$ cat src/include/adt_pkg.sv
// Register map, field layout and state encoding of the bus debug trigger.
package adt_pkg;
  localparam int ADT_DW = 64;
  localparam int ADT_AW = 32;
  localparam int ADT_NREG = 17;
  localparam int ADT_IXW = 5;

  // Storage register indices.
  localparam logic [ADT_IXW-1:0] ADT_IX_PARAM = 5'h00;
  localparam logic [ADT_IXW-1:0] ADT_IX_AWC0 = 5'h01;
  localparam logic [ADT_IXW-1:0] ADT_IX_AWM0 = 5'h02;
  localparam logic [ADT_IXW-1:0] ADT_IX_AWC1 = 5'h03;
  localparam logic [ADT_IXW-1:0] ADT_IX_AWM1 = 5'h04;
  localparam logic [ADT_IXW-1:0] ADT_IX_ARC0 = 5'h05;
  localparam logic [ADT_IXW-1:0] ADT_IX_ARM0 = 5'h06;
  localparam logic [ADT_IXW-1:0] ADT_IX_ARC1 = 5'h07;
  localparam logic [ADT_IXW-1:0] ADT_IX_ARM1 = 5'h08;
  localparam int ADT_IX_WC0 = 9;
  localparam int ADT_WPAIRS = 3;
  localparam logic [ADT_IXW-1:0] ADT_IX_BC0 = 5'h0F;
  localparam logic [ADT_IXW-1:0] ADT_IX_BM0 = 5'h10;

  // Byte addresses of the storage registers, in index order.
  localparam logic [ADT_AW-1:0] ADT_REG_ADDR [ADT_NREG] = '{
    32'h3FF01500,
    32'h3FF01800, 32'h3FF01808, 32'h3FF01810, 32'h3FF01818,
    32'h3FF01820, 32'h3FF01828, 32'h3FF01830, 32'h3FF01838,
    32'h3FF01840, 32'h3FF01848, 32'h3FF01850, 32'h3FF01858,
    32'h3FF01860, 32'h3FF01868,
    32'h3FF01870, 32'h3FF01878
  };
  localparam logic [ADT_AW-1:0] ADT_ADDR_SWTRIG = 32'h3FF01508;
  localparam logic [ADT_AW-1:0] ADT_ADDR_STATUS = 32'h3FF01510;

  // Parameter register fields.
  localparam int ADT_DELAY_LSB = 0;
  localparam int ADT_DELAY_W = 8;
  localparam int ADT_EXT_LSB = 8;
  localparam int ADT_EXT_W = 8;
  localparam int ADT_CNT_W = 9;

  // Channel word fields.
  localparam int ADT_CH_EN_BIT = 63;
  localparam int ADT_DATA_EN_BIT = 62;
  localparam int ADT_ID_LSB = 0;
  localparam int ADT_ID_W = 16;
  localparam int ADT_AXW = 50;
  localparam int ADT_ADDR_W = 48;
  localparam int ADT_WW = 35;
  localparam int ADT_BW = 20;
  localparam logic [ADT_DW-1:0] ADT_FLD_AX = 64'h0003_FFFF_FFFF_FFFF;
  localparam logic [ADT_DW-1:0] ADT_FLD_ADDR = 64'h0000_FFFF_FFFF_FFFF;
  localparam logic [ADT_DW-1:0] ADT_FLD_B = 64'h0000_0000_000F_FFFF;

  // Status word fields.
  localparam int ADT_ST_PEND_BIT = 0;
  localparam int ADT_ST_FIRED_BIT = 1;
  localparam int ADT_ST_EXT_LSB = 8;
  localparam int ADT_ST_CNT_LSB = 16;

  typedef enum logic [1:0] {
    ADT_IDLE = 2'h1,
    ADT_WAIT = 2'h2
  } adt_state_t;
endpackage

$ cat src/adt_trigger.sv
// Bus debug trigger: channel matchers, trigger delay and register slave.
//
// Summary of operation
// - Delay one fires in the cycle after the condition.
// - Delay zero never fires the trigger.
// - Other delays fire value plus two cycles after the condition.
// - Eight enable bits gate external events.
// - Any software trigger write makes a condition.
// - Match is masked observed equals masked value.
// - Write address needs both pairs matching.
// - Mask bit 63 enables write address channel.
// - Bit 62 pairs write address with data.
// - Write address word low field layout.
// - Bit 62 pairs read address with read data.
// - Bit 63 enables read channel; address word.
// - Write data word field layout.
// - Write response word field layout.
//
// Implementation choice: strobed register access.
`timescale 1ns/1ns
module adt_trigger (
  // Clock and reset.
  input wire logic mclk,
  input wire logic reset,
  // Register port.
  input wire logic [adt_pkg::ADT_AW-1:0] reg_addr,
  input wire logic [adt_pkg::ADT_DW-1:0] reg_wdata,
  input wire logic reg_wr,
  input wire logic reg_rd,
  output logic [adt_pkg::ADT_DW-1:0] reg_rdata,
  // Observed core channels, same clock as the block.
  input wire logic [adt_pkg::ADT_AXW-1:0] observed_write_addr_signals,
  input wire logic [adt_pkg::ADT_ADDR_W-1:0] observed_awaddr,
  input wire logic [adt_pkg::ADT_AXW-1:0] observed_read_addr_signals,
  input wire logic [adt_pkg::ADT_ADDR_W-1:0] observed_araddr,
  input wire logic [adt_pkg::ADT_WW-1:0] observed_write_data_signals,
  input wire logic [adt_pkg::ADT_BW-1:0] observed_write_resp_signals,
  // Read data condition from the read-data matcher.
  input wire logic read_data_cond_met,
  input wire logic [adt_pkg::ADT_ID_W-1:0] read_data_cond_id,
  // External trigger events, asynchronous.
  input wire logic [adt_pkg::ADT_EXT_W-1:0] ext_trigger_event,
  // Trigger outputs.
  output logic trigger_out,
  output logic trigger_fired
);
  import adt_pkg::*;

  typedef struct packed {
    logic [ADT_NREG-1:0][ADT_DW-1:0] regs;
    adt_state_t state;
    logic [ADT_CNT_W-1:0] cnt;
    logic trig;
    logic fired;
    logic sw;
    logic [ADT_EXT_W-1:0] ext_m;
    logic [ADT_EXT_W-1:0] ext_s;
    logic [ADT_DW-1:0] rdata;
  } adt_st_t;

  adt_st_t st_q;
  adt_st_t st_d;

  // Masked compare restricted to the bits that the mask field covers.
  function automatic logic adt_match(input logic [ADT_DW-1:0] obs,
                                     input logic [ADT_DW-1:0] cond,
                                     input logic [ADT_DW-1:0] mask,
                                     input logic [ADT_DW-1:0] fld);
    logic [ADT_DW-1:0] m;
    m = mask & fld;
    return (obs & m) == (cond & m);
  endfunction

  // Storage index lookup for a byte address.
  function automatic logic [ADT_IXW:0] adt_decode(
      input logic [ADT_AW-1:0] a);
    logic [ADT_IXW:0] r;
    r = '0;
    for (int i = 0; i < ADT_NREG; i++) begin
      if (a == ADT_REG_ADDR[i]) begin
        r = {1'b1, ADT_IXW'(i)};
      end
    end
    return r;
  endfunction

  logic [ADT_DW-1:0] p_reg;
  logic [ADT_DELAY_W-1:0] delay;
  logic [ADT_ID_W-1:0] awid;
  logic [ADT_ID_W-1:0] arid;
  logic [ADT_ID_W-1:0] wid;
  logic aw_hit0;
  logic aw_hit1;
  logic ar_hit0;
  logic ar_hit1;
  logic [ADT_WPAIRS-1:0] w_hit;
  logic w_all;
  logic aw_src;
  logic ar_src;
  logic w_src;
  logic b_src;
  logic ext_src;
  logic chan_src;
  logic cond;
  logic [ADT_IXW:0] wr_dec;
  logic [ADT_IXW:0] rd_dec;

  assign p_reg = st_q.regs[ADT_IX_PARAM];
  assign delay = p_reg[ADT_DELAY_LSB +: ADT_DELAY_W];
  assign awid = observed_write_addr_signals[ADT_ID_LSB +: ADT_ID_W];
  assign arid = observed_read_addr_signals[ADT_ID_LSB +: ADT_ID_W];
  assign wid = observed_write_data_signals[ADT_ID_LSB +: ADT_ID_W];

  // Channel words are presented in register layout, so each compares
  // directly against its stored value after zero extension.
  assign aw_hit0 = adt_match(ADT_DW'(observed_write_addr_signals),
    st_q.regs[ADT_IX_AWC0], st_q.regs[ADT_IX_AWM0], ADT_FLD_AX);
  assign aw_hit1 = adt_match(ADT_DW'(observed_awaddr),
    st_q.regs[ADT_IX_AWC1], st_q.regs[ADT_IX_AWM1], ADT_FLD_ADDR);
  assign ar_hit0 = adt_match(ADT_DW'(observed_read_addr_signals),
    st_q.regs[ADT_IX_ARC0], st_q.regs[ADT_IX_ARM0], ADT_FLD_AX);
  assign ar_hit1 = adt_match(ADT_DW'(observed_araddr),
    st_q.regs[ADT_IX_ARC1], st_q.regs[ADT_IX_ARM1], ADT_FLD_ADDR);

  // All three write data pairs must match together.
  for (genvar k = 0; k < ADT_WPAIRS; k++) begin : g_wpair
    assign w_hit[k] = adt_match(ADT_DW'(observed_write_data_signals),
      st_q.regs[ADT_IX_WC0 + 2 * k], st_q.regs[ADT_IX_WC0 + 2 * k + 1],
      ADT_FLD_AX);
  end
  assign w_all = &w_hit;

  assign aw_src = st_q.regs[ADT_IX_AWM0][ADT_CH_EN_BIT]
    && aw_hit0 && aw_hit1
    && (!st_q.regs[ADT_IX_AWM0][ADT_DATA_EN_BIT]
        || (w_all && wid == awid));
  assign ar_src = st_q.regs[ADT_IX_ARM0][ADT_CH_EN_BIT]
    && ar_hit0 && ar_hit1
    && (!st_q.regs[ADT_IX_ARM0][ADT_DATA_EN_BIT]
        || (read_data_cond_met && read_data_cond_id == arid));
  // Write data alone fires only with its own enable; paired use leaves it
  // clear so that the pairing alone qualifies the data.
  assign w_src = st_q.regs[ADT_IX_WC0 + 1][ADT_CH_EN_BIT] && w_all;
  assign b_src = st_q.regs[ADT_IX_BM0][ADT_CH_EN_BIT]
    && adt_match(ADT_DW'(observed_write_resp_signals),
       st_q.regs[ADT_IX_BC0], st_q.regs[ADT_IX_BM0], ADT_FLD_B);
  assign ext_src = |(st_q.ext_s & p_reg[ADT_EXT_LSB +: ADT_EXT_W]);
  assign chan_src = aw_src || ar_src || w_src || b_src;
  assign cond = chan_src || ext_src || st_q.sw;

  assign wr_dec = adt_decode(reg_addr);
  assign rd_dec = wr_dec;

  always_comb begin
    st_d = st_q;
    st_d.trig = 1'b0;
    // External events are asynchronous and pass two flops first.
    st_d.ext_m = ext_trigger_event;
    st_d.ext_s = st_q.ext_m;
    st_d.sw = reg_wr && reg_addr == ADT_ADDR_SWTRIG;
    if (reg_wr && wr_dec[ADT_IXW]) begin
      st_d.regs[wr_dec[ADT_IXW-1:0]] = reg_wdata;
    end
    st_d.rdata = '0;
    if (reg_rd) begin
      if (reg_addr == ADT_ADDR_STATUS) begin
        st_d.rdata[ADT_ST_PEND_BIT] = st_q.state == ADT_WAIT;
        st_d.rdata[ADT_ST_FIRED_BIT] = st_q.fired;
        st_d.rdata[ADT_ST_EXT_LSB +: ADT_EXT_W] = st_q.ext_s;
        st_d.rdata[ADT_ST_CNT_LSB +: ADT_CNT_W] = st_q.cnt;
      end else if (rd_dec[ADT_IXW]) begin
        st_d.rdata = st_q.regs[rd_dec[ADT_IXW-1:0]];
      end
    end
    // A write to the status word clears the fired flag; a new fire wins.
    if (reg_wr && reg_addr == ADT_ADDR_STATUS) begin
      st_d.fired = 1'b0;
    end
    case (st_q.state)
      ADT_IDLE: begin
        if (cond && delay == ADT_DELAY_W'(1)) begin
          st_d.trig = 1'b1;
        end else if (cond && delay != '0) begin
          st_d.cnt = ADT_CNT_W'(delay) + ADT_CNT_W'(1);
          st_d.state = ADT_WAIT;
        end
      end
      ADT_WAIT: begin
        st_d.cnt = st_q.cnt - ADT_CNT_W'(1);
        if (st_q.cnt == ADT_CNT_W'(1)) begin
          st_d.trig = 1'b1;
          st_d.state = ADT_IDLE;
        end
      end
      default: begin
        st_d.state = ADT_IDLE;
        st_d.cnt = '0;
      end
    endcase
    if (st_d.trig) begin
      st_d.fired = 1'b1;
    end
  end

  always_ff @(posedge mclk) begin
    if (reset) begin
      st_q <= '0;
      st_q.state <= ADT_IDLE;
    end else begin
      st_q <= st_d;
    end
  end

  assign reg_rdata = st_q.rdata;
  assign trigger_out = st_q.trig;
  assign trigger_fired = st_q.fired;

  logic idle;
  assign idle = st_q.state == ADT_IDLE;
endmodule
$ cat config.mk
export PLATFORM = sky130hd
export DESIGN_NAME = adt_trigger
export DESIGN_NICKNAME = d
export VERILOG_FILES = /design/src/include/adt_pkg.sv /design/src/adt_trigger.sv
export SDC_FILE = /design/constraint.sdc
export NUM_CORES = 2
export LEC_CHECK = 0
export BUFFER_PORTS_ARGS = -buffer_cell sky130_fd_sc_hd__buf_2
export CAP_MARGIN = 30
export CORE_MARGIN = 2
export CORE_UTILIZATION = 47
export CTS_BUF_LIST = sky130_fd_sc_hd__clkbuf_4
export CTS_CLUSTER_SIZE = 10
export DETAILED_ROUTE_END_ITERATION = 7
export GPL_ROUTABILITY_DRIVEN = 1
export MAX_ROUTING_LAYER = met4
export PLACE_DENSITY = 0.65
export SYNTH_ARGS = -nofsm -noshare
export SYNTH_HDL_FRONTEND = slang
export SYNTH_SLANG_ARGS = --single-unit
$ cat constraint.sdc
create_clock -name mclk -period 6.94 [get_ports mclk]
set_input_delay 0.694 -clock mclk [delete_from_list [all_inputs] [get_ports mclk]]
set_output_delay 0.694 -clock mclk [all_outputs]
set_load 0.01 [all_outputs]
* Word level (Yosys, flattened, before mapping)
Index checks and enable logic that the tools add are counted.
Word-level totals: register bits after elaboration 1182, bits of input ports 376, output and inout port bits 66, logic and storage cells 152
Operators by class: add/subtract/negate cells 2, $lt $le $gt $ge 2, equality and inequality tests 36, multiplexer cells 34, bitwise gates (word level) 19, reductions and logical operators 33
Operators with widths (number):
- 1088-bit bitwise mux | 1
- 32-bit by 30-bit equality test with 1-bit output (second input constant) | 19
- 64-bit by 50-bit AND with 64-bit output | 5
- 64-bit binary-select mux with 5-bit select | 1
- 64-bit demux with 5-bit select | 1
- 50-bit by 64-bit equality test with 1-bit output | 5
- 35-bit by 50-bit AND with 50-bit output | 3
- 64-bit by 48-bit AND with 64-bit output | 2
- 48-bit by 64-bit equality test with 1-bit output | 2
- 64-bit 2-to-1 mux | 2
- 6-bit 2-to-1 mux | 17
- 50-bit AND | 2
- 48-bit AND | 2
- 64-bit by 20-bit AND with 64-bit output | 1
- 20-bit by 64-bit equality test with 1-bit output | 1
- 16-bit equality test | 2
- 25-bit 2-to-1 mux | 1
- 11-bit 2-to-1 mux | 2
- 11-bit case mux with 2 select lines | 1
- 20-bit AND | 1
- 17-bit 2-to-1 mux | 1
- 1-bit logical AND | 16
- 8-bit by 1-bit adder with 9-bit output (second input constant) | 1
- 9-bit by 1-bit equality test with 1-bit output (second input constant) | 1
- other kinds (22) | 36

* Logic depth before layout (Yosys ltp)
depth in word-level cells 23, gate-level depth with buffers 13, depth with buffers taken out 9

* Worst setup path after synthesis
Ideal clock, no wire load.
kind input port to flip-flop, start in reg_addr[31] (netlist name), end reg st_q (netlist bit reg_rdata[19]), setup time 0.122 ns, data arrival time 3.265 ns, required time 6.818 ns, path slack 3.553 ns, stages 9, path buffers 1, cell sequence or4b_4 -> nor4_4 -> nand3_1 -> a21oi_1 -> buf_2 -> mux4_2 -> o22ai_1 -> a311oi_1 -> a221o_1
On the way: word-level cells in the longest chain between the ends 21, elaborated cells on any way between the ends 39, those cells by class eq/ne: 18; mux: 21
Ends and longest elaborated chain:
- start, declared | RTL line adt_trigger.sv:26 | input wire logic [adt_pkg::ADT_AW-1:0] reg_addr,
- 32-bit by 30-bit equality test with 1-bit output | RTL line adt_trigger.sv:80 | if (a == ADT_REG_ADDR[i]) begin
- 6-bit 2-to-1 mux (16 in a row) | RTL line adt_trigger.sv:80
- 64-bit binary-select mux with 5-bit select | RTL line adt_trigger.sv:172 | st_d.rdata = st_q.regs[rd_dec[ADT_IXW-1:0]];
- 64-bit 2-to-1 mux (implied by the code) | RTL line adt_trigger.sv:172
- 25-bit 2-to-1 mux | RTL line adt_trigger.sv:171 | end else if (rd_dec[ADT_IXW]) begin
- 17-bit 2-to-1 mux (*) | RTL line adt_trigger.sv:166 | if (reg_addr == ADT_ADDR_STATUS) begin
- end signal, assigned | RTL line adt_trigger.sv:210 | st_q <= st_d;
- end, declared | RTL line adt_trigger.sv:61 | adt_st_t st_q;
Mark *: on every way between the ends. The rest lies on a longest branch, timed or not. The select of a mux whose other input is x is not followed. A chain may end at the register's enable or synchronous reset.

* Worst setup path after layout
start in reg_addr[30] (netlist name), end reg st_q (netlist bit reg_rdata[38])
On the way: word-level cells in the longest chain between the ends 20, elaborated cells on any way between the ends 39, those cells by class eq/ne: 18; mux: 19; bitwise: 1; reduce/logical: 1
Ends and longest elaborated chain:
- branches (longest 20 deep; another with 32-bit by 30-bit equality test with 1-bit output)
Parallel ways; which one is timed is not known. The select of a mux whose other input is x is not followed.

==> results.txt <==
Met2 Track Usage GR: 58.4%
Worst slew margin relative to its limit: 14.1%
Routability congestion estimate: 1.06
Switching share of total power: 25.7%
Synthesized flop and latch total: 1182
IO Port Bufs: 441
Number of clock sinks: 1182
Fraction of post-synthesis cell area in the top cell type by area: 43.6%
Number of nets with antenna violations after routing: 0
Clock latency at the later pin of the worst-skew pair: 1.30 ns
Category of the worst setup path launch point: input pin
Maximum number of pins on one net before global-route repair: 234
All-layer global routing usage: 42.2%
Fillers: 10700
Leakage power figure: 0.0221 uW
Number of setup violations in the final report: 0
Achievable clock frequency: 0.201 GHz
Gr busiest metal: met2
Number of distinct standard cells referenced by the synthesized netlist: 55
Flip-flop count of the largest register after layout: 1044
Post-route fraction of the period consumed by the critical path: 71.8%
Number of standard-cell rows in the floorplan: 124
Via count: 53100
Transition time at the pin with the least slew margin: 1.29 ns
Category of the worst setup path capture point: flip-flop
Failing checks: design-rule violations, negative hold slack
Time the final worst path needs with I/O delays and setup: 4.98 ns
Area leader, netlist: sky130_fd_sc_hd__dfxtp_1
Area of the die: 118000 um2
Max-cap viol count: 0
Drt drc: 8
Final sum of negative setup slack: 0 ns
Fraction of final layout cells with drive strength greater than 1: 19.3%
Via count of the first global-routing pass: 48500
Max rail drop VDD: 0.177 mV
Gate power share: 5.6%
Fin Hold WS: -0.00476 ns
Post-CTS Repair Setup Buffers: 0
Maximum clock path buffer count: 4
Cell internal power dissipation: 10400 uW
Global routing met1 resource utilization: 52.3%
Max H-tree Level: 5
CP max FO: 29
Total half-perimeter wirelength after legalization and detailed placement: 168000 um
Max Clock Skew: 0.123 ns
Clock transition at the register clock pins on the worst setup and hold paths after CTS: 0.06 ns
Gate count after technology mapping: 6455
Placeable core area: 115000 um2
Status: finished with violations
Main synth FF type: sky130_fd_sc_hd__dfxtp_1
Sequential-to-total area share from yosys stat: 43.6%
Start-to-end type of the worst setup path: input pin to flip-flop
Setup repair after global routing missed its margin: false
Synth-to-Final Area Change: 13.7%
Finished layout cell area: 61700 um2
Hold WC Path Type: input pin to flip-flop
Synthesis warning total: 0
Post-synth EDFFs: 0
Switching power total: 3600 uW
Storage element area: 23700 um2
Largest cells by area after synthesis: sky130_fd_sc_hd__dfxtp_1 (44%), sky130_fd_sc_hd__nand2_1 (15%), sky130_fd_sc_hd__mux4_2 (11%)
Routed length per placed instance: 29.2 um
Met3 Usage GRT: 14.0%
Post-DP Area: 56800 um2
Number of antenna violations at the first check in global routing: 35
Power per cell area: 227 nW/um2
Initial standard-cell utilization of the core: 47.4%
Die span in x: 344 um
Data arrival, critical path: 6.10 ns
Post-Syn Area: 54300 um2
Clock network power share: 45.7%
Vias per cell: 6.23
CTS tree: built
Net count after synthesis: 6839
Detailed Routing Iterations Pass 1: 8
Worst path required time: 8.06 ns
Number of top-level pins: 442
Vertical extent of the die: 344 um
Synthesized area divided by synthesized cell count: 8.41 um2
Pins over their slew limit: 0
Share of synthesized registers carrying an async set or reset: 0%
Number of nets in the layout: 7140
Final hold viol count: 1
Sequential fraction of design power: 48.6%
Total congestion overflow: 0
Total clock buffers created by CTS: 334
Root buffer cell: sky130_fd_sc_hd__clkbuf_4
First-pass GRT wire length: 349000 um
Final routed wirelength across all metal layers: 249000 um
Initial DRC Count: 8681
Multi-input gate area: 28000 um2
[metal layers]
layer	vias up	share of wire [%]
met3	868	14
met1	25300	36
li1	22800	-
met2	4123	42
met4	0	7.5
met5	-	0
[placed cells by master, fill, tap and decap left out, types with 12 or more instances in the layout]
cell,count
sky130_fd_sc_hd__nand2_1,2230
sky130_fd_sc_hd__dfxtp_1,1182
sky130_fd_sc_hd__a21oi_1,1092
sky130_fd_sc_hd__clkbuf_4,495
sky130_fd_sc_hd__buf_2,441
sky130_fd_sc_hd__xor2_1,359
sky130_fd_sc_hd__a22oi_1,261
sky130_fd_sc_hd__mux4_2,256
sky130_fd_sc_hd__nor2_1,76
sky130_fd_sc_hd__dlygate4sd3_1,75
sky130_fd_sc_hd__buf_4,68
sky130_fd_sc_hd__a311oi_1,63
sky130_fd_sc_hd__nand4_1,48
sky130_fd_sc_hd__clkinv_1,45
sky130_fd_sc_hd__diode_2,39
sky130_fd_sc_hd__a221o_1,20
sky130_fd_sc_hd__o22ai_1,19
sky130_fd_sc_hd__nor2b_1,18
sky130_fd_sc_hd__buf_12,16
sky130_fd_sc_hd__nor4_1,14
sky130_fd_sc_hd__nand3_1,12
[layout make-up]
| type | instances | area share, % |
|---|---|---|
| Antenna cell | 39 | 0.158 |
| Clock buffer | 495 | 6.02 |
| Clock inverter | 55 | 0.517 |
| Inverter | 10 | 0.0608 |
| Multi-Input combinational cell | 4618 | 45.3 |
| Sequential cell | 1182 | 38.3 |
| Tap cell | 1512 | 3.06 |
| Timing Repair Buffer | 610 | 6.54 |
[critical path: stages]
cell	delay, ns
sky130_fd_sc_hd__dlygate4sd3_1	0.54
sky130_fd_sc_hd__buf_2	0.13
sky130_fd_sc_hd__or4b_4	0.49
sky130_fd_sc_hd__dlygate4sd3_1	0.61
sky130_fd_sc_hd__nor4_4	0.38
sky130_fd_sc_hd__nand3_1	0.51
sky130_fd_sc_hd__nor2_2	0.24
sky130_fd_sc_hd__buf_4	0.32
sky130_fd_sc_hd__and2_2	0.23
sky130_fd_sc_hd__buf_4	0.36
sky130_fd_sc_hd__buf_4	0.55
sky130_fd_sc_hd__a22oi_1	0.19
sky130_fd_sc_hd__a311oi_1	0.79
[per-stage QoR]
step / hold WS, ns / utilization (%) / total power (uW) / instances / worst slack [ns]
floorplan: 0.414 / - / 7320 / 6455 / 3.55
global placement: 0.438 / 49.4 / 7680 / 7846 / 1.92
detailed placement: 0.424 / 49.6 / 7680 / 7856 / 2.02
CTS: 0.00308 / 53.8 / 14000 / 8481 / 2.20
global route: 0.0370 / 53.9 / 14400 / 8513 / 1.96
finish: -0.00476 / 53.9 / 14000 / 8521 / 1.96
[repair_timing]
action,4_1_cts,5_1_grt
resized for setup,0,0
hold buffers,75,0
hold endpoints to repair,1048,0
[path summary, 6_finish.rpt]
check | endpoint | cells past startpoint | slack, ns | from
setup / recovery | reg_rdata[38]$_SDFF_PP0_ | 13 | 1.96 | reg_addr[30]
hold / removal | st_d[68]$_SDFF_PP0_ | 2 | -0.005 | reset
setup reg to reg | st_q[93]$_SDFFE_PP0P_ | 9 | 2.37 | st_q[423]$_SDFFE_PP0P_
hold reg to reg | st_q[71]$_SDFF_PP0_ | 1 | 0.41 | st_d[71]$_SDFF_PP0_
[synth_stat cells (all sizes together), types with 5 or more instances]
master,count
a21oi,1094
a221o,20
a221oi,6
a222oi,5
a22o,7
a22oi,261
a311oi,63
and3,7
buf,183
clkbuf,462
dfxtp,1182
ha,8
inv,10
mux2i,10
mux4,256
nand2,2233
nand2b,12
nand3,27
nand4,48
nor2,83
nor2b,18
nor3,16
nor4,22
o22ai,19
xnor2,9
xor2,359
[cell families (layout without fill, tap and decap cells)]
family	count (synthesis)	count (layout)	synth area share, %
AOI/OAI and AO/OA	1489	1489	15.8
xor gates and xnor gates	368	368	5.94
adders and majority gates	8	8	0.184
buffers and inverters	655	1170	5.40
DFF	1182	1182	43.6
muxes	266	266	10.8
other	0	39	0
and+or+nand+nor	2487	2487	18.3
[power by group through the flow]
| stage | logic [uW] | registers [uW] | clock network (uW) |
|---|---|---|---|
| 5_1_grt | 808 | 6800 | 6780 |
| 4_1_cts | 759 | 6810 | 6390 |
| 3_3_place_gp | 718 | 6960 | 0 |
| 3_5_place_dp | 721 | 6960 | 0 |
| 6_report | 789 | 6810 | 6400 |
| 2_1_floorplan | 369 | 6960 | 0 |
Note: power is estimated with default switching activity, not from simulation.
